File: src/common/rwc_pkg.sv
// Package for the reset and watchdog controller: register map, field positions,
// reset values and timing constants.
// Assumes a 25 MHz bus clock and a slower RC tick arriving from outside.
package rwc_pkg;

  localparam int unsigned CLK_HZ            = 25000000;
  // Nominal periods in microseconds and their counts in RC ticks.
  localparam int unsigned RC_TICK_HZ        = 1000000;
  localparam int unsigned DELAY_LONG_US     = 18000;
  localparam int unsigned DELAY_SHORT_US    = 300;
  localparam int unsigned WDOG_BASE_US      = 18000;
  localparam int unsigned DELAY_LONG_TICKS  = DELAY_LONG_US * (RC_TICK_HZ / 1000000);
  localparam int unsigned DELAY_SHORT_TICKS = DELAY_SHORT_US * (RC_TICK_HZ / 1000000);
  localparam int unsigned WDOG_BASE_TICKS   = WDOG_BASE_US * (RC_TICK_HZ / 1000000);

  // Register byte addresses.
  localparam logic [7:0] ADDR_OPTION = 8'h00;
  localparam logic [7:0] ADDR_STATUS = 8'h04;
  localparam logic [7:0] ADDR_CTRL   = 8'h08;

  localparam logic [7:0] OPTION_RESET = 8'hff;

  // Option register fields.
  localparam int unsigned OPT_PRESCALER_ASSIGN = 3;
  localparam int unsigned OPT_PRESCALE_SEL_LO  = 0;

  // Status register fields.
  localparam int unsigned STAT_PIN_WAKE   = 7;
  localparam int unsigned STAT_TIMEOUT_N  = 4;
  localparam int unsigned STAT_POWERDN_N  = 3;
  localparam int unsigned STAT_IN_RESET   = 0;
  localparam int unsigned STAT_SLEEPING   = 1;

  // Control register command bits, write one to trigger.
  localparam int unsigned CTRL_CLEAR_OP   = 0;
  localparam int unsigned CTRL_SLEEP_OP   = 1;

  localparam logic [1:0] AXI_OKAY   = 2'b00;
  localparam logic [1:0] AXI_SLVERR = 2'b10;

  // Oscillator configuration encodings.
  typedef enum logic [1:0] {
    RWC_OSC_LP    = 2'b00,
    RWC_OSC_XT    = 2'b01,
    RWC_OSC_INTERNAL_RC_MODE = 2'b10,
    RWC_OSC_EXTERNAL_RC_MODE = 2'b11
  } rwc_osc_t;

endpackage

File: src/verilog/rwc_reset_watchdog_control.sv
// Reset latch, start-up delay timer, watchdog, prescaler and reset-cause flags.
// Assumes aclk is always running; rc_clk and the pins are asynchronous and synchronised here.
//
// Decided for this implementation: the register addresses and the AXI4-Lite register port.
`timescale 1ns/1ps
`default_nettype none
module rwc_reset_watchdog_control
  import rwc_pkg::*;
#(
  parameter int unsigned DELAY_LONG  = rwc_pkg::DELAY_LONG_TICKS,
  parameter int unsigned DELAY_SHORT = rwc_pkg::DELAY_SHORT_TICKS,
  parameter int unsigned WDOG_BASE   = rwc_pkg::WDOG_BASE_TICKS
)(
  // Clock and reset.
  input  wire logic        aclk,
  input  wire logic        aresetn,
  // Dedicated RC oscillator and analog / pin inputs (asynchronous).
  input  wire logic        rc_clk,
  input  wire logic        power_on_detect,
  input  wire logic        ext_reset_n,
  input  wire logic        pin_change,
  // Configuration word.
  input  wire logic        watchdog_enable_cfg,
  input  wire logic        ext_reset_enable_cfg,
  input  wire rwc_pkg::rwc_osc_t osc_cfg,
  // Core side.
  output logic             core_reset,
  output logic             main_osc_run,
  // AXI4-Lite slave.
  input  wire logic [7:0]  s_axi_awaddr,
  input  wire logic        s_axi_awvalid,
  output logic             s_axi_awready,
  input  wire logic [31:0] s_axi_wdata,
  input  wire logic [3:0]  s_axi_wstrb,
  input  wire logic        s_axi_wvalid,
  output logic             s_axi_wready,
  output logic [1:0]       s_axi_bresp,
  output logic             s_axi_bvalid,
  input  wire logic        s_axi_bready,
  input  wire logic [7:0]  s_axi_araddr,
  input  wire logic        s_axi_arvalid,
  output logic             s_axi_arready,
  output logic [31:0]      s_axi_rdata,
  output logic [1:0]       s_axi_rresp,
  output logic             s_axi_rvalid,
  input  wire logic        s_axi_rready
);
  import rwc_pkg::*;

  // Last prescaler count before the watchdog steps: a select of n divides by two to the n.
  function automatic logic [7:0] prescale_limit(input logic [2:0] sel);
    prescale_limit = 8'(({1'b0, 7'h7f} >> (3'd7 - sel)));
  endfunction

  // Two-flop synchronisers; only the second stage is read.
  // The RC clock gets a third stage so that its rising edge can be found.
  logic [1:0] por_s_r;
  logic [1:0] ext_s_r;
  logic [1:0] pin_s_r;
  logic [2:0] rc_s_r;
  always_ff @(posedge aclk)
  begin
    if (!aresetn)
    begin
      por_s_r <= 2'h3;
      ext_s_r <= 2'h0;
      pin_s_r <= 2'h0;
      rc_s_r  <= 3'h0;
    end
    else
    begin
      por_s_r <= {por_s_r[0], power_on_detect};
      ext_s_r <= {ext_s_r[0], ext_reset_n};
      pin_s_r <= {pin_s_r[0], pin_change};
      rc_s_r  <= {rc_s_r[1:0], rc_clk};
    end
  end
  logic por_q;
  logic ext_low;
  logic pin_q;
  logic rc_tick;
  logic ext_low_d_r;
  assign por_q   = por_s_r[1];
  assign ext_low = ext_reset_enable_cfg && !ext_s_r[1];
  assign pin_q   = pin_s_r[1];
  assign rc_tick = rc_s_r[1] && !rc_s_r[2];

  // Register state.
  logic [7:0] option_r;
  logic       pin_wake_flag_r;
  logic       timeout_flag_n_r;
  logic       powerdown_flag_n_r;
  logic       sleeping_r;
  logic       latch_r;
  logic       por_seen_r;
  logic [31:0] delay_cnt_r;
  logic [31:0] wdog_cnt_r;
  logic [7:0]  presc_cnt_r;
  logic       clear_op;
  logic       sleep_op;
  logic       wdog_timeout;
  logic       wake_pin;
  logic       wake_ext;
  logic       delay_done;
  logic [31:0] delay_len;
  logic       crystal;

  assign crystal    = (osc_cfg == RWC_OSC_XT) || (osc_cfg == RWC_OSC_LP);
  // The long delay follows power-on and every reset in the crystal modes.
  assign delay_len  = (por_seen_r || crystal) ? DELAY_LONG : DELAY_SHORT;
  assign delay_done = delay_cnt_r >= delay_len;
  assign wake_pin   = sleeping_r && pin_q;
  assign wake_ext   = ext_low;

  // Watchdog counter and prescaler, stepping on RC ticks in every state except while the reset latch is set, which holds them clear.
  logic presc_wrap;
  logic wdog_clear;
  assign presc_wrap = !option_r[OPT_PRESCALER_ASSIGN] ||
                      (presc_cnt_r == prescale_limit(option_r[2:0]));
  assign wdog_timeout = watchdog_enable_cfg && rc_tick && presc_wrap &&
                        (wdog_cnt_r == WDOG_BASE - 1) && !latch_r;
  assign wdog_clear = clear_op || sleep_op || wdog_timeout || latch_r ||
                      (sleeping_r && (wake_pin || wake_ext));

  always_ff @(posedge aclk)
  begin
    if (!aresetn)
    begin
      wdog_cnt_r  <= 32'h0;
      presc_cnt_r <= 8'h0;
    end
    else if (wdog_clear)
    begin
      wdog_cnt_r  <= 32'h0;
      presc_cnt_r <= 8'h0;
    end
    else if (rc_tick)
    begin
      presc_cnt_r <= presc_wrap ? 8'h0 : presc_cnt_r + 8'h1;
      if (presc_wrap)
        wdog_cnt_r <= wdog_cnt_r + 32'h1;
    end
  end

  // Reset latch and start-up delay timer.
  always_ff @(posedge aclk)
  begin
    if (!aresetn)
    begin
      latch_r     <= 1'b1;
      por_seen_r  <= 1'b1;
      delay_cnt_r <= 32'h0;
    end
    else if (por_q)
    begin
      latch_r     <= 1'b1;
      por_seen_r  <= 1'b1;
      delay_cnt_r <= 32'h0;
    end
    else if (wdog_timeout || wake_pin)
    begin
      latch_r     <= crystal || wake_pin;
      delay_cnt_r <= 32'h0;
    end
    else if (ext_low)
    begin
      latch_r     <= 1'b1;
      delay_cnt_r <= 32'h0;
    end
    else if (latch_r)
    begin
      if (delay_done)
      begin
        latch_r    <= 1'b0;
        por_seen_r <= 1'b0;
      end
      else if (rc_tick)
        delay_cnt_r <= delay_cnt_r + 32'h1;
    end
  end

  // Sleep state; the main oscillator stops while asleep.
  // Any reset cause ends sleep.
  always_ff @(posedge aclk)
  begin
    if (!aresetn)
      sleeping_r <= 1'b0;
    else if (por_q || ext_low || wdog_timeout || wake_pin || latch_r)
      sleeping_r <= 1'b0;
    else if (sleep_op)
      sleeping_r <= 1'b1;
  end
  assign main_osc_run = !sleeping_r;
  // A watchdog time-out resets the core for at least the cycle in which it fires. In RC
  // modes the latch stays clear unless a pin wake comes in the same cycle, so this one-cycle pulse is the whole device reset.
  assign core_reset   = por_q || ext_low || latch_r || wdog_timeout;

  // Reset-cause flags. Where two events meet in one cycle the higher branch wins, in the order
  // power-on, time-out, pin wake, external reset, sleep, clear.
  always_ff @(posedge aclk)
  begin
    if (!aresetn)
    begin
      pin_wake_flag_r    <= 1'b0;
      timeout_flag_n_r   <= 1'b1;
      powerdown_flag_n_r <= 1'b1;
    end
    else if (por_q)
    begin
      pin_wake_flag_r    <= 1'b0;
      timeout_flag_n_r   <= 1'b1;
      powerdown_flag_n_r <= 1'b1;
    end
    else if (wdog_timeout)
    begin
      pin_wake_flag_r  <= 1'b0;
      timeout_flag_n_r <= 1'b0;
    end
    else if (wake_pin)
    begin
      pin_wake_flag_r    <= 1'b1;
      timeout_flag_n_r   <= 1'b1;
      powerdown_flag_n_r <= 1'b0;
    end
    else if (ext_low && !latch_r)
      pin_wake_flag_r <= 1'b0;
    else if (sleep_op)
    begin
      timeout_flag_n_r   <= 1'b1;
      powerdown_flag_n_r <= 1'b0;
    end
    else if (clear_op)
    begin
      timeout_flag_n_r   <= 1'b1;
      powerdown_flag_n_r <= 1'b1;
    end
  end

  // AXI4-Lite write side: address and data taken in either order.
  // A write to the control register acts for one cycle, once both halves are held.
  logic       aw_held_r;
  logic       w_held_r;
  logic [7:0] aw_addr_r;
  logic [31:0] w_data_r;
  logic [3:0] w_strb_r;
  logic       do_write;
  assign s_axi_awready = !aw_held_r && !s_axi_bvalid;
  assign s_axi_wready  = !w_held_r && !s_axi_bvalid;
  assign do_write      = aw_held_r && w_held_r;

  always_ff @(posedge aclk)
  begin
    if (!aresetn)
    begin
      aw_held_r    <= 1'b0;
      w_held_r     <= 1'b0;
      aw_addr_r    <= 8'h0;
      w_data_r     <= 32'h0;
      w_strb_r     <= 4'h0;
      s_axi_bvalid <= 1'b0;
      s_axi_bresp  <= AXI_OKAY;
    end
    else
    begin
      if (s_axi_awvalid && s_axi_awready)
      begin
        aw_held_r <= 1'b1;
        aw_addr_r <= s_axi_awaddr;
      end
      if (s_axi_wvalid && s_axi_wready)
      begin
        w_held_r <= 1'b1;
        w_data_r <= s_axi_wdata;
        w_strb_r <= s_axi_wstrb;
      end
      if (do_write)
      begin
        aw_held_r    <= 1'b0;
        w_held_r     <= 1'b0;
        s_axi_bvalid <= 1'b1;
        s_axi_bresp  <= (aw_addr_r[7:2] <= ADDR_CTRL[7:2]) ? AXI_OKAY : AXI_SLVERR;
      end
      else if (s_axi_bvalid && s_axi_bready)
        s_axi_bvalid <= 1'b0;
    end
  end

  assign clear_op = do_write && (aw_addr_r[7:2] == ADDR_CTRL[7:2]) && w_strb_r[0] &&
                    w_data_r[CTRL_CLEAR_OP] && !core_reset;
  assign sleep_op = do_write && (aw_addr_r[7:2] == ADDR_CTRL[7:2]) && w_strb_r[0] &&
                    w_data_r[CTRL_SLEEP_OP] && !core_reset;

  // Option register; returns to all ones on every core reset.
  // Writes while the core is held in reset are lost.
  always_ff @(posedge aclk)
  begin
    if (!aresetn)
      option_r <= OPTION_RESET;
    else if (core_reset)
      option_r <= OPTION_RESET;
    else if (do_write && (aw_addr_r[7:2] == ADDR_OPTION[7:2]) && w_strb_r[0])
      option_r <= w_data_r[7:0];
  end

  // AXI4-Lite read side.
  // Unmapped addresses read as zero with an error response.
  logic [31:0] rd_word;
  always_comb
  begin
    rd_word = 32'h0;
    case (s_axi_araddr[7:2])
      ADDR_OPTION[7:2]: rd_word = {24'h0, option_r};
      ADDR_STATUS[7:2]:
      begin
        rd_word[STAT_PIN_WAKE]  = pin_wake_flag_r;
        rd_word[STAT_TIMEOUT_N] = timeout_flag_n_r;
        rd_word[STAT_POWERDN_N] = powerdown_flag_n_r;
        rd_word[STAT_SLEEPING]  = sleeping_r;
        rd_word[STAT_IN_RESET]  = core_reset;
      end
      default: rd_word = 32'h0;
    endcase
  end

  assign s_axi_arready = !s_axi_rvalid;
  always_ff @(posedge aclk)
  begin
    if (!aresetn)
    begin
      s_axi_rvalid <= 1'b0;
      s_axi_rdata  <= 32'h0;
      s_axi_rresp  <= AXI_OKAY;
    end
    else if (s_axi_arvalid && s_axi_arready)
    begin
      s_axi_rvalid <= 1'b1;
      s_axi_rdata  <= rd_word;
      s_axi_rresp  <= (s_axi_araddr[7:2] <= ADDR_CTRL[7:2]) ? AXI_OKAY : AXI_SLVERR;
    end
    else if (s_axi_rvalid && s_axi_rready)
      s_axi_rvalid <= 1'b0;
  end

endmodule
`default_nettype wire

File: config.mk
export PLATFORM = sky130hd
export DESIGN_NAME = rwc_reset_watchdog_control
export DESIGN_NICKNAME = d
export VERILOG_FILES = /design/src/common/rwc_pkg.sv /design/src/verilog/rwc_reset_watchdog_control.sv
export SDC_FILE = /design/constraint.sdc
export NUM_CORES = 1
export LEC_CHECK = 0
export ABC_CLOCK_PERIOD_IN_PS = 3950
export BUFFER_PORTS_ARGS = -buffer_cell sky130_fd_sc_hd__buf_2
export CORE_MARGIN = 3
export CORE_UTILIZATION = 50
export CTS_CLUSTER_SIZE = 28
export DETAILED_ROUTE_END_ITERATION = 6
export GPL_ROUTABILITY_DRIVEN = 0
export HOLD_SLACK_MARGIN = 0.1
export PLACE_DENSITY_LB_ADDON = 0.1
export RECOVER_POWER = 25
export SYNTH_ARGS = -nofsm -noshare
export SYNTH_HDL_FRONTEND = slang
export SYNTH_SLANG_ARGS = --single-unit
File: constraint.sdc
create_clock -name aclk -period 3.95 [get_ports aclk]
set_input_delay 1.185 -clock aclk [delete_from_list [all_inputs] [get_ports aclk]]
set_output_delay 1.185 -clock aclk [all_outputs]
set_load 0.005 [all_outputs]
## Word level (Yosys, flattened, before mapping)

Cells that the tools add are included.

| cells by class | value |
|---|---|
| $mul | 0 |
| shifts and indexed selects | 1 |
| divide/modulo/power cells | 0 |
| bitwise operators | 5 |
| order comparisons | 3 |
| reductions and logical operators | 71 |
| equal/unequal tests | 7 |
| add/subtract/negate cells | 4 |
| multiplexer cells | 27 |

Operators with widths:

| kind | number |
|---|---|
| 32-bit by 1-bit adder with 32-bit output, second input constant | 2 |
| 32-bit by 15-bit equality test with 1-bit output, second input constant | 1 |
| 32-bit by 15-bit greater-or-equal comparator with 1-bit output | 1 |
| 1-bit logical AND | 25 |
| 1-bit 2-to-1 mux | 19 |
| 1-bit logical OR | 16 |
| 15-bit 2-to-1 mux | 1 |
| 6-bit by 2-bit less-or-equal comparator with 1-bit output, second input constant | 2 |
| 6-bit zero test | 2 |
| 1-bit zero test | 10 |
| 2-bit OR reduction | 5 |
| 8-bit by 1-bit adder with 8-bit output, second input constant | 1 |
| 8-bit equality test | 1 |
| 8-bit 2-to-1 mux | 1 |
| 2-bit case mux with 2 select lines | 2 |
| 7-bit by 3-bit >> shifter with 8-bit output, first input constant | 1 |
| 6-bit by 1-bit equality test with 1-bit output, second input constant | 1 |
| 6-bit by 2-bit equality test with 1-bit output, second input constant | 1 |
| 2-bit 2-to-1 mux | 3 |
| 3-bit AND reduction | 2 |
| 2-bit nonzero test | 3 |
| 1-bit NOT | 5 |
| 2-bit AND reduction | 2 |
| 4-bit AND reduction | 1 |
| other kinds (10) | 10 |

| storage, ports and cells | value |
|---|---|
| logic and storage cells | 142 |
| bits in writable memories | 0 |
| bits of input ports | 67 |
| bits in latches | 0 |
| memory bits (read-only) | 0 |
| memories kept | 0 |
| register bits after elaboration | 128 |

## Longest topological paths before layout

Gate-level depths: netlist of run 1.

| depth | value |
|---|---|
| word-level depth | 15 |
| mapped depth | 10 |
| depth with buffers taken out | 9 |

## Least setup slack after synthesis of run 1

OpenSTA, ideal clock, no wires.

| timing path | value |
|---|---|
| kind | input -> register |
| start point | in osc_cfg[1] |
| end point | reg delay_cnt_r[4] |
| setup slack | 487 ps |
| buffers on the path | 1 |
| stages on the path | 10 |
| library setup time | 86 ps |
| arrival time | 3377 ps |
| cell sequence | nand2b_1 -> inv_1 -> ha_1 -> a21o_2 -> a2111oi_4 -> and3_1 -> buf_6 -> o21ai_4 -> or4_1 -> a211oi_1 |

| on the way | value |
|---|---|
| word-level cells in the longest chain between the ends | 7 |
| elaborated cells between the ends (all ways) | 8 |

RTL lines:

| what | RTL line | source |
|---|---|---|
| start: declaration | rwc_reset_watchdog_control.sv:25 | `input wire rwc_pkg::rwc_osc_t osc_cfg,` |
| 2-bit by 1-bit equality test with 1-bit output or 2-bit zero test (tied branches) | rwc_reset_watchdog_control.sv:108 | `assign crystal = (osc_cfg == RWC_OSC_XT) \|\| (osc_cfg == RWC_OSC_LP);` |
| 1-bit logical OR * | rwc_reset_watchdog_control.sv:108 |  |
| 1-bit logical OR * | rwc_reset_watchdog_control.sv:110 | `assign delay_len = (por_seen_r \|\| crystal) ? DELAY_LONG : DELAY_SHORT;` |
| 15-bit 2-to-1 mux * | rwc_reset_watchdog_control.sv:110 |  |
| 32-bit by 15-bit greater-or-equal comparator with 1-bit output * | rwc_reset_watchdog_control.sv:111 | `assign delay_done = delay_cnt_r >= delay_len;` |
| 1-bit NOT (no line) * | n/a |  |
| 3-bit AND reduction (no line) * | n/a |  |
| end signal: assignment | rwc_reset_watchdog_control.sv:178 | `delay_cnt_r <= delay_cnt_r + 32'h1;` |
| end: declaration | rwc_reset_watchdog_control.sv:96 | `logic [31:0] delay_cnt_r;` |

Mark *: on every way between the ends. The rest lies on a longest branch, timed or not.
A chain may end at the register's enable or synchronous reset.

## Final worst setup path of run 1

| timing path | value |
|---|---|
| start point | in watchdog_enable_cfg |
| end point | out core_reset |

| on the way | value |
|---|---|
| word-level cells in the longest chain between the ends | 5 |

RTL lines:

| what | RTL line | source |
|---|---|---|
| start: declaration | rwc_reset_watchdog_control.sv:23 | `input wire logic watchdog_enable_cfg,` |
| 1-bit logical AND (3 in series) | rwc_reset_watchdog_control.sv:120 | `assign wdog_timeout = watchdog_enable_cfg && rc_tick && presc_wrap &&` |
| 1-bit logical AND | rwc_reset_watchdog_control.sv:121 | `(wdog_cnt_r == WDOG_BASE - 1) && !latch_r;` |
| 1-bit logical OR | rwc_reset_watchdog_control.sv:196 | `assign core_reset = por_q \|\| ext_low \|\| latch_r \|\| wdog_timeout;` |
| end: declaration | rwc_reset_watchdog_control.sv:27 | `output logic core_reset,` |

No other way between the ends.

==> flow_metrics.env, run 1 <==
export IMPL_status="complete, no violations"
export IMPL_reg2reg_from="option_r[2]"
export IMPL_post_route_cells_drive_above_1_share=0.137
export IMPL_area_growth_pct=14.6
export IMPL_synthSimpleGateAreaFrac=0.285
export IMPL_fillers=1108
export IMPL_post_drt_wl_per_cell_um=15.2
export IMPL_synth_cell_types=65
export IMPL_grt_start_max_net_pins=73
export IMPL_via_count=5417
export IMPL_start_util=0.516
export IMPL_synth_top_family_by_area="simple AND/OR/NAND/NOR gates"
export IMPL_cts_hold_buf=0
export IMPL_cp_required_ns=2.76
export IMPL_critPathCaptureType="primary output"
export IMPL_crit_path_top_delay_cell="nor4b_1"
export IMPL_cp_arrival_ns=2.54
export IMPL_hold_ws_ns=0.413
export IMPL_power_frac_seq=0.421
export IMPL_finalSetupViolations=0
export IMPL_cts_buffer_depth=2
export IMPL_htreeDepth=4
export IMPL_synth_edf_count=0
export IMPL_ys_warn_count=0
export IMPL_grt_overflow=0
export IMPL_period_needed_ns=3.72
export IMPL_ios=110
export IMPL_muxShareOfSynthArea=0.0274
export IMPL_hold_violations=0
export IMPL_slowest_delay_ns=0.34
export IMPL_clock_skew_final_ns=0.00691
export IMPL_cts_root_buf="clkbuf_16"
export IMPL_hp_start="por_s_r[0]"
export IMPL_die_h_um=118
export IMPL_fmax_ghz=0.269
export IMPL_synth_top_area_cell="dfxtp_1"
export IMPL_cp_common_cell="buf_2"
export IMPL_worstSetupStartpoint="watchdog_enable_cfg"
export IMPL_clock_power_share=0.541
export IMPL_cts_resized=0
export IMPL_numCtsBuffers=17
export IMPL_power_frac_comb=0.038
export IMPL_synth_compound_area_frac=0.180
export IMPL_synth_fa_ha_area_frac=0.0241
export IMPL_grt_use_total=0.211
export IMPL_postSynthCellCount=722
export IMPL_ys_seq_area_frac=0.399
export IMPL_power_leakage_nw=2.54
export IMPL_clk_latency_ns=0.42
export IMPL_ant_nets=0
export IMPL_drv_slew=0
export IMPL_vias_per_cell=5.77
export IMPL_fin_tns_setup_ns=0
export IMPL_netSwitchingPower_mw=0.639
export IMPL_crit_path_cell_trace="buf_2 -> nor4b_1 -> nand4b_1 -> nor4_1 -> nand3_1 -> o21ai_1 -> buf_2"
export IMPL_cts_sinks=124
export IMPL_antenna_cells=0
export IMPL_finalCritPeriodShare=0.942
export IMPL_design_die_area_um2=13800
export IMPL_wl_um=14200
export IMPL_antenna_found_initial=0
export IMPL_p_per_area_nw_per_um2=429
export IMPL_fp_row_count=40
export IMPL_synth_top_area_share=0.399
export IMPL_p_sw_frac=0.209
export IMPL_coreArea_um2=12100
export IMPL_synth_area_um2=6220
export IMPL_p_int_mw=2.42
export IMPL_drtIter0Drc=459
export IMPL_dp_hpwl_um=9620
export IMPL_cp_start_kind="input port"
export IMPL_cts_tree="yes"
export IMPL_yosys_register_bits=124
export IMPL_drcViolationCount=0
export IMPL_drv_cap=0
export IMPL_ir_worst_vdd_mv=0.350
export IMPL_grt_pass1_wl_um=24200
export IMPL_async_flop_share=0
export IMPL_finalNetCount=838
export IMPL_cp_max_fo=2
export IMPL_tightest_slew_ns=1.31
export IMPL_io_buffers=51
export IMPL_synth_area_leaders="dfxtp_1, or4_1, a21oi_1"
export IMPL_path_clk_slew_ns=0.06
export IMPL_grt_pass1_vias=5063
export IMPL_worst_hold_path_type="flop to flop"
export IMPL_synth_xor_xnor_area_share=0.0141
export IMPL_avgSynthCellArea_um2=8.61
export IMPL_synth_flop_cell="dfxtp_1"
export IMPL_postCtsSetupBuffers=0
export IMPL_rsz0062_at_grt="no"
export IMPL_fp_dieW_um=118
export IMPL_maxSlewHeadroom=0.128
export IMPL_drt_pass1_iter_count=7
export IMPL_critical_path_class="input port to primary output"
-- Yosys cell counts, types with 16 or more instances --
| library cell | instances |
|---|---|
| dfxtp_1 | 124 |
| nand2_1 | 57 |
| a21oi_1 | 50 |
| clkbuf_1 | 38 |
| nand3_1 | 36 |
| or4_1 | 36 |
| o31ai_1 | 33 |
| nor2_1 | 29 |
| and3_1 | 26 |
| buf_4 | 26 |
| nand4_1 | 22 |
| inv_1 | 19 |
| mux2i_1 | 17 |
| nor2b_1 | 17 |
| a21boi_1 | 16 |
-- final timing paths --
check | end | slack (ns) | cells past startpoint
worst max-delay path | core_reset | 0.23 | 7
worst min register to register | por_s_r[1] | 0.41 | 1
worst min-delay path | por_s_r[1] | 0.41 | 1
worst max register to register | option_r[1] | 0.98 | 6
-- power by group through the flow --
stage / logic (mW) / registers (mW) / clock network, mW
3_5_place_dp: 0.119 / 1.31 / 0
5_1_grt: 0.132 / 1.29 / 1.75
4_1_cts: 0.119 / 1.29 / 1.69
3_3_place_gp: 0.116 / 1.31 / 0
2_1_floorplan: 0.0966 / 1.31 / 0
6_report: 0.117 / 1.29 / 1.65
-- cell families (layout without fill, tap and decap cells) --
kind of cell / after synthesis / after routing
simple gates: 308 / 308
fa+ha+maj: 12 / 12
buf+inv: 88 / 112
compound gates: 162 / 162
xor+xnor: 10 / 10
mux: 17 / 17
flops: 124 / 124
other cells: 1 / 26
-- critical path: cells and delay by family --
family,cells,cell delay [ns]
simple gates,4,0.93
compound gates,1,0.19
buf+inv,2,0.23
-- routing by layer --
layer,up-vias,GRT usage,share of wire
met1,2556,0.268,0.46
met3,21,0.0702,0.043
li1,2717,-,-
met2,123,0.344,0.49
met4,0,0.0645,0.014
met5,-,0,0
-- layout make-up --
type,instances,area (um2),area share
Timing Repair Buffer,61,325,0.0456
Multi-Input combinational cell,535,3400,0.477
Clock inverter,10,164,0.0230
Clock buffer,21,470,0.0660
Inverter,20,75.1,0.0105
Sequential cell,124,2480,0.348
Tap cell,168,210,0.0295
-- cells in the final DEF (no fill, tap or decap), types with 5 or more instances in the layout --
master and count:
dfxtp_1 124, nand2_1 57, a21oi_1 50, buf_2 50, nand3_1 36, or4_1 36
o31ai_1 33, nor2_1 29, and3_1 26, conb_1 26, nand4_1 22, inv_1 19
nor2b_1 17, mux2i_1 17, clkbuf_16 17, nor3_1 15, nor4_1 14, and2_1 12
a211oi_1 12, ha_1 12, o21ai_1 11, or3_1 11, o21ai_0 10, a21boi_0 10
buf_4 9, nand2b_1 6, a21boi_1 6, xor2_1 5, xnor2_1 5
-- metrics by stage --
| stage | power (mW) | instances | cell area, um2 | util | setup slack [ns] |
|---|---|---|---|---|---|
| final | 3.06 | 939 | 7130 | 0.591 | 0.230 |
| after global routing | 3.17 | 939 | 7130 | 0.591 | 0.0767 |
| after CTS | 3.09 | 939 | 7130 | 0.591 | 0.214 |
| after detailed placement | 1.43 | 908 | 6500 | 0.539 | 0.0889 |
| after global placement | 1.43 | 908 | 6500 | 0.539 | 0.163 |
| after floorplan | 1.41 | 747 | 6310 | - | 0.487 |
-- state kept, by name, summed over array words and instances (netlist names), 2 cells and up --
name and cells:
aw_addr_r 6, ext_s_r 2, pin_s_r 2, s_axi_rdata 8
wdog_cnt_r 32, w_data_r 8, delay_cnt_r 32, option_r 8
por_s_r 2, rc_s_r 3, presc_cnt_r 8
(Power assumes the default switching activity.)
==> inputs of run 2 (changes only) <==
--- a/config.mk
+++ b/config.mk
@@ -7,8 +7,10 @@
 export LEC_CHECK = 0
 export ABC_CLOCK_PERIOD_IN_PS = 3950
 export BUFFER_PORTS_ARGS = -buffer_cell sky130_fd_sc_hd__buf_2
+export CELL_PAD_IN_SITES_DETAIL_PLACEMENT = 0
+export CELL_PAD_IN_SITES_GLOBAL_PLACEMENT = 1
 export CORE_MARGIN = 3
-export CORE_UTILIZATION = 50
+export CORE_UTILIZATION = 42
 export CTS_CLUSTER_SIZE = 28
 export DETAILED_ROUTE_END_ITERATION = 6
 export GPL_ROUTABILITY_DRIVEN = 0
==> flow_metrics.env, run 2 (synthesized netlist as in run 1, its figures left out) <==
export IMPL_status="complete, no violations"
export IMPL_clock_skew_final_ns=0.00867
export IMPL_netSwitchingPower_mw=0.675
export IMPL_multiInputGateArea_um2=3400
export IMPL_power_frac_comb=0.039
export IMPL_cp_arrival_ns=2.53
export IMPL_dp_hpwl_um=9960
export IMPL_power_frac_seq=0.431
export IMPL_setup_ws_ns=0.234
export IMPL_cts_resized=0
export IMPL_critPathCaptureType="primary output"
export IMPL_ios=110
export IMPL_finalNetCount=839
export IMPL_hp_start="por_s_r[0]"
export IMPL_r2r_cells=9
export IMPL_drt_pass1_iter_count=4
export IMPL_worst_hold_path_type="flop to flop"
export IMPL_start_util=0.438
export IMPL_p_sw_frac=0.226
export IMPL_power_leakage_nw=2.53
export IMPL_slowest_delay_ns=0.31
export IMPL_cts_buffer_depth=2
export IMPL_critical_path_class="input port to primary output"
export IMPL_cp_top_family="simple AND/OR/NAND/NOR gates"
export IMPL_antenna_found_initial=0
export IMPL_drv_cap=0
export IMPL_via_count=5342
export IMPL_cp_common_cell="buf_2"
export IMPL_p_int_mw=2.31
export IMPL_antenna_cells=0
export IMPL_clk_latency_ns=0.42
export IMPL_top_usage_layer="met2"
export IMPL_htreeDepth=4
export IMPL_register_area_um2=2480
export IMPL_crit_buf_inv=2
export IMPL_design_die_area_um2=16300
export IMPL_grt_start_max_net_pins=73
export IMPL_drtIter0Drc=297
export IMPL_clock_power_share=0.530
export IMPL_finalCritPeriodShare=0.941
export IMPL_layout_common_cells="dfxtp_1, nand2_1, a21oi_1, buf_2"
export IMPL_period_needed_ns=3.72
export IMPL_met2_usage=0.290
export IMPL_post_drt_wl_per_cell_um=15.4
export IMPL_drv_slew=0
export IMPL_coreArea_um2=14200
export IMPL_cts_hold_buf=0
export IMPL_numCtsBuffers=17
export IMPL_path_clk_slew_ns=0.06
export IMPL_ant_nets=0
export IMPL_largestRegisters="delay_cnt_r (32), wdog_cnt_r (32)"
export IMPL_post_route_cells_drive_above_1_share=0.139
export IMPL_grt_use_total=0.183
export IMPL_crit_path_cell_trace="buf_2 -> nor4b_1 -> nand4b_1 -> nor4_1 -> nand3_1 -> o21ai_1 -> buf_2"
export IMPL_cp_start_kind="input port"
export IMPL_area_growth_pct=14.4
export IMPL_cts_sinks=124
export IMPL_reg2reg_from="por_seen_r"
export IMPL_fmax_ghz=0.269
export IMPL_place_ws_ns=0.0667
export IMPL_stdcell_area_um2=7120
export IMPL_holdPathStages=1
export IMPL_maxSlewHeadroom=0.0913
export IMPL_crit_path_top_delay_cell="nor4b_1"
export IMPL_p_per_area_nw_per_um2=419
export IMPL_finalSetupViolations=0
export IMPL_power_mw=2.98
export IMPL_r2r_slack_ns=0.97
export IMPL_cts_root_buf="clkbuf_16"
export IMPL_globalRouteMet3Util=0.0463
export IMPL_mostFrequentLayoutCell="dfxtp_1"
export IMPL_ir_worst_vdd_mv=0.309
export IMPL_whs_endpoint="por_s_r[1]"
export IMPL_drcViolationCount=0
export IMPL_fp_row_count=43
export IMPL_fp_dieW_um=128
export IMPL_io_buffers=51
export IMPL_postCtsSetupBuffers=0
export IMPL_tightest_slew_ns=1.36
export IMPL_die_h_um=128
export IMPL_cp_required_ns=2.76
export IMPL_cp_max_fo=2
export IMPL_r2r_end="delay_cnt_r[4]"
export IMPL_dpl_cell_area_um2=6520
export IMPL_vias_per_cell=5.61
export IMPL_grt_pass1_wl_um=24400
export IMPL_grt_overflow=0
export IMPL_wl_um=14600
export IMPL_grt_pass1_vias=5004
export IMPL_fillers=1409
export IMPL_grtUsageMet1=0.241
export IMPL_fin_tns_setup_ns=0
export IMPL_hold_violations=0
export IMPL_rsz0062_at_grt="no"
export IMPL_cts_tree="yes"
-- run 2: changes by cell type in the layout (fill, tap and decap cells not counted) --
cell,delta
clkinv_4,+4
clkbuf_8,-3
inv_6,+1
bufinv_16,-1
clkinvlp_4,-1
and2_0,+1
buf_4,+1
and2_1,-1
-- run 2: power groups by stage --
stage               registers (mW)  logic, mW  clock network [mW]
finish                        1.29      0.116                1.58
global route                  1.29      0.132                1.67
CTS                           1.29      0.118                1.61
detailed placement            1.31      0.118                   0
global placement              1.31      0.116                   0
floorplan                     1.31     0.0966                   0
-- run 2: worst max-delay path by stage --
stage                                    from  slack (ns)        endpoint  depth (start not counted)
after floorplan                    osc_cfg[1]        0.49  delay_cnt_r[4]                         10
after global placement             osc_cfg[1]        0.16  delay_cnt_r[4]                         10
after detailed placement           osc_cfg[1]        0.07  delay_cnt_r[6]                         10
after CTS                 watchdog_enable_cfg        0.23      core_reset                          7
after global routing      watchdog_enable_cfg       0.003      core_reset                          7
final                     watchdog_enable_cfg        0.23      core_reset                          7
-- run 2: final cells by class --
cell class	count	share of cell area
clock buffer	18	0.0603
clock inverter	13	0.0239
inverter	20	0.0106
multi-input combinational	535	0.478
sequential	124	0.349
tap	180	0.0317
timing repair buffer	62	0.0468
-- run 2: worst register-to-register path, cell delays in order, from the launching register on --
cell	delay, ns
dfxtp_1	0.36
nand2b_1	0.22
inv_1	0.10
ha_1	0.30
a21o_2	0.24
a2111oi_4	0.36
and3_1	0.40
o21ai_4	0.15
or4_1	0.52
a211oi_1	0.24
-- run 2: per-stage QoR --
stage	utilization	hold WS (ns)	cells
after detailed placement	0.459	0.401	921
after global placement	0.459	0.394	921
final	0.501	0.408	952
after CTS	0.501	0.412	952
after floorplan	-	0.386	747
after global routing	0.501	0.438	952
-- run 2: routing by layer --
metal  wire length [um]  vias up  part of all wire
li1                   -     2713                 -
met1               6980     2517              0.48
met2               6750       98              0.46
met3                739       14             0.051
met4                156        0             0.011
met5                  0        -                 0
==> inputs of run 3 (changes only) <==
--- a/config.mk
+++ b/config.mk
@@ -9,13 +9,13 @@
 export BUFFER_PORTS_ARGS = -buffer_cell sky130_fd_sc_hd__buf_2
 export CELL_PAD_IN_SITES_DETAIL_PLACEMENT = 0
 export CELL_PAD_IN_SITES_GLOBAL_PLACEMENT = 1
-export CORE_MARGIN = 3
+export CORE_MARGIN = 8
 export CORE_UTILIZATION = 42
 export CTS_CLUSTER_SIZE = 28
 export DETAILED_ROUTE_END_ITERATION = 6
 export GPL_ROUTABILITY_DRIVEN = 0
 export HOLD_SLACK_MARGIN = 0.1
-export PLACE_DENSITY_LB_ADDON = 0.1
+export PLACE_DENSITY = 0.77
 export RECOVER_POWER = 25
 export SYNTH_ARGS = -nofsm -noshare
 export SYNTH_HDL_FRONTEND = slang
==> flow_metrics.env, run 3 (synthesized netlist as in run 1, its figures left out) <==
export IMPL_status="complete, no violations"
export IMPL_mostFrequentLayoutCell="dfxtp_1"
export IMPL_largestRegisters="delay_cnt_r (32), wdog_cnt_r (32)"
export IMPL_finalNetCount=838
export IMPL_critical_path_class="input port to primary output"
export IMPL_power_mw=3.15
export IMPL_r2r_slack_ns=1.02
export IMPL_cp_max_fo=2
export IMPL_antenna_cells=0
export IMPL_post_drt_wl_per_cell_um=15.5
export IMPL_post_route_cells_drive_above_1_share=0.139
export IMPL_io_buffers=51
export IMPL_drtIter0Drc=318
export IMPL_cts_tree="yes"
export IMPL_grt_use_total=0.164
export IMPL_stdcell_area_um2=7180
export IMPL_start_util=0.429
export IMPL_dpl_cell_area_um2=6520
export IMPL_antenna_found_initial=1
export IMPL_grt_start_max_net_pins=73
export IMPL_design_die_area_um2=19000
export IMPL_grt_overflow=0
export IMPL_period_needed_ns=3.70
export IMPL_grt_pass1_wl_um=25200
export IMPL_finalCritPeriodShare=0.937
export IMPL_fmax_ghz=0.270
export IMPL_power_leakage_nw=2.56
export IMPL_cts_hold_buf=0
export IMPL_htreeDepth=4
export IMPL_met2_usage=0.255
export IMPL_ant_nets=0
export IMPL_ios=110
export IMPL_place_ws_ns=0.0875
export IMPL_setup_ws_ns=0.250
export IMPL_fin_tns_setup_ns=0
export IMPL_ir_worst_vdd_mv=0.310
export IMPL_layout_common_cells="dfxtp_1, nand2_1, a21oi_1, buf_2"
export IMPL_grtUsageMet1=0.205
export IMPL_area_growth_pct=15.4
export IMPL_wl_um=14800
export IMPL_critPathCaptureType="primary output"
export IMPL_hold_violations=0
export IMPL_clk_latency_ns=0.42
export IMPL_cp_required_ns=2.76
export IMPL_postCtsSetupBuffers=0
export IMPL_finalSetupViolations=0
export IMPL_via_count=5431
export IMPL_numCtsBuffers=17
export IMPL_dp_hpwl_um=10200
export IMPL_globalRouteMet3Util=0.0522
export IMPL_top_usage_layer="met2"
export IMPL_coreArea_um2=14500
export IMPL_cts_buffer_depth=2
export IMPL_clock_skew_final_ns=0.00579
export IMPL_maxSlewHeadroom=0.115
export IMPL_fp_row_count=44
export IMPL_cts_root_buf="clkbuf_16"
export IMPL_hold_ws_ns=0.406
export IMPL_cts_resized=0
export IMPL_worst_hold_path_type="flop to flop"
export IMPL_vias_per_cell=5.68
export IMPL_cp_start_kind="input port"
export IMPL_drcViolationCount=0
export IMPL_drt_pass1_iter_count=5
export IMPL_fp_dieW_um=138
export IMPL_cts_sinks=124
export IMPL_drv_cap=0
export IMPL_path_clk_slew_ns=0.06
export IMPL_grt_pass1_vias=5353
export IMPL_die_h_um=138
export IMPL_tightest_slew_ns=1.33
export IMPL_rsz0062_at_grt="no"
export IMPL_cp_arrival_ns=2.52
export IMPL_drv_slew=0
export IMPL_p_per_area_nw_per_um2=439
==> run 3: path summary, 6_finish.rpt <==
path                            cells past startpoint              to           startpoint
worst max-delay path                                7      core_reset  watchdog_enable_cfg
worst max register to register                      9  delay_cnt_r[6]           por_seen_r
worst min-delay path                                1      por_s_r[1]           por_s_r[0]
worst min register to register                      1      por_s_r[1]           por_s_r[0]
==> run 3: stage by stage <==
stage | util | cells
3_5_place_dp | 0.450 | 924
3_3_place_gp | 0.450 | 924
2_1_floorplan | - | 747
6_report | 0.496 | 956
4_1_cts | 0.496 | 956
5_1_grt | 0.496 | 956
==> run 3: where the power goes <==
part           total (mW)  internal [mW]  leakage, nW  switching [mW]
Sequential           1.29           1.27         1.00          0.0136
Combinational       0.116         0.0447         1.23          0.0717
Clock                1.75           1.13        0.320           0.617
Total                3.15           2.45         2.56           0.702
==> run 3: metal layers <==
metal / share of wire / wire length (um)
met1: 0.47 / 7030
met2: 0.45 / 6650
met3: 0.056 / 828
met4: 0.019 / 281
met5: 0.00054 / 8
==> run 3: cell type report <==
type	count	area, um2
fill	1378	7300
multi-input combinational	535	3410
sequential	124	2480
clock buffer	17	425
timing repair buffer	61	323
clock inverter	15	235
tap	184	230
inverter	20	75.1
==> run 3: critical path, stage by stage <==
cell	delay (ns)
buf_2	0.08
nor4b_2	0.23
nand4b_1	0.14
nor4_1	0.33
nand3_1	0.16
o21ai_1	0.23
buf_2	0.15
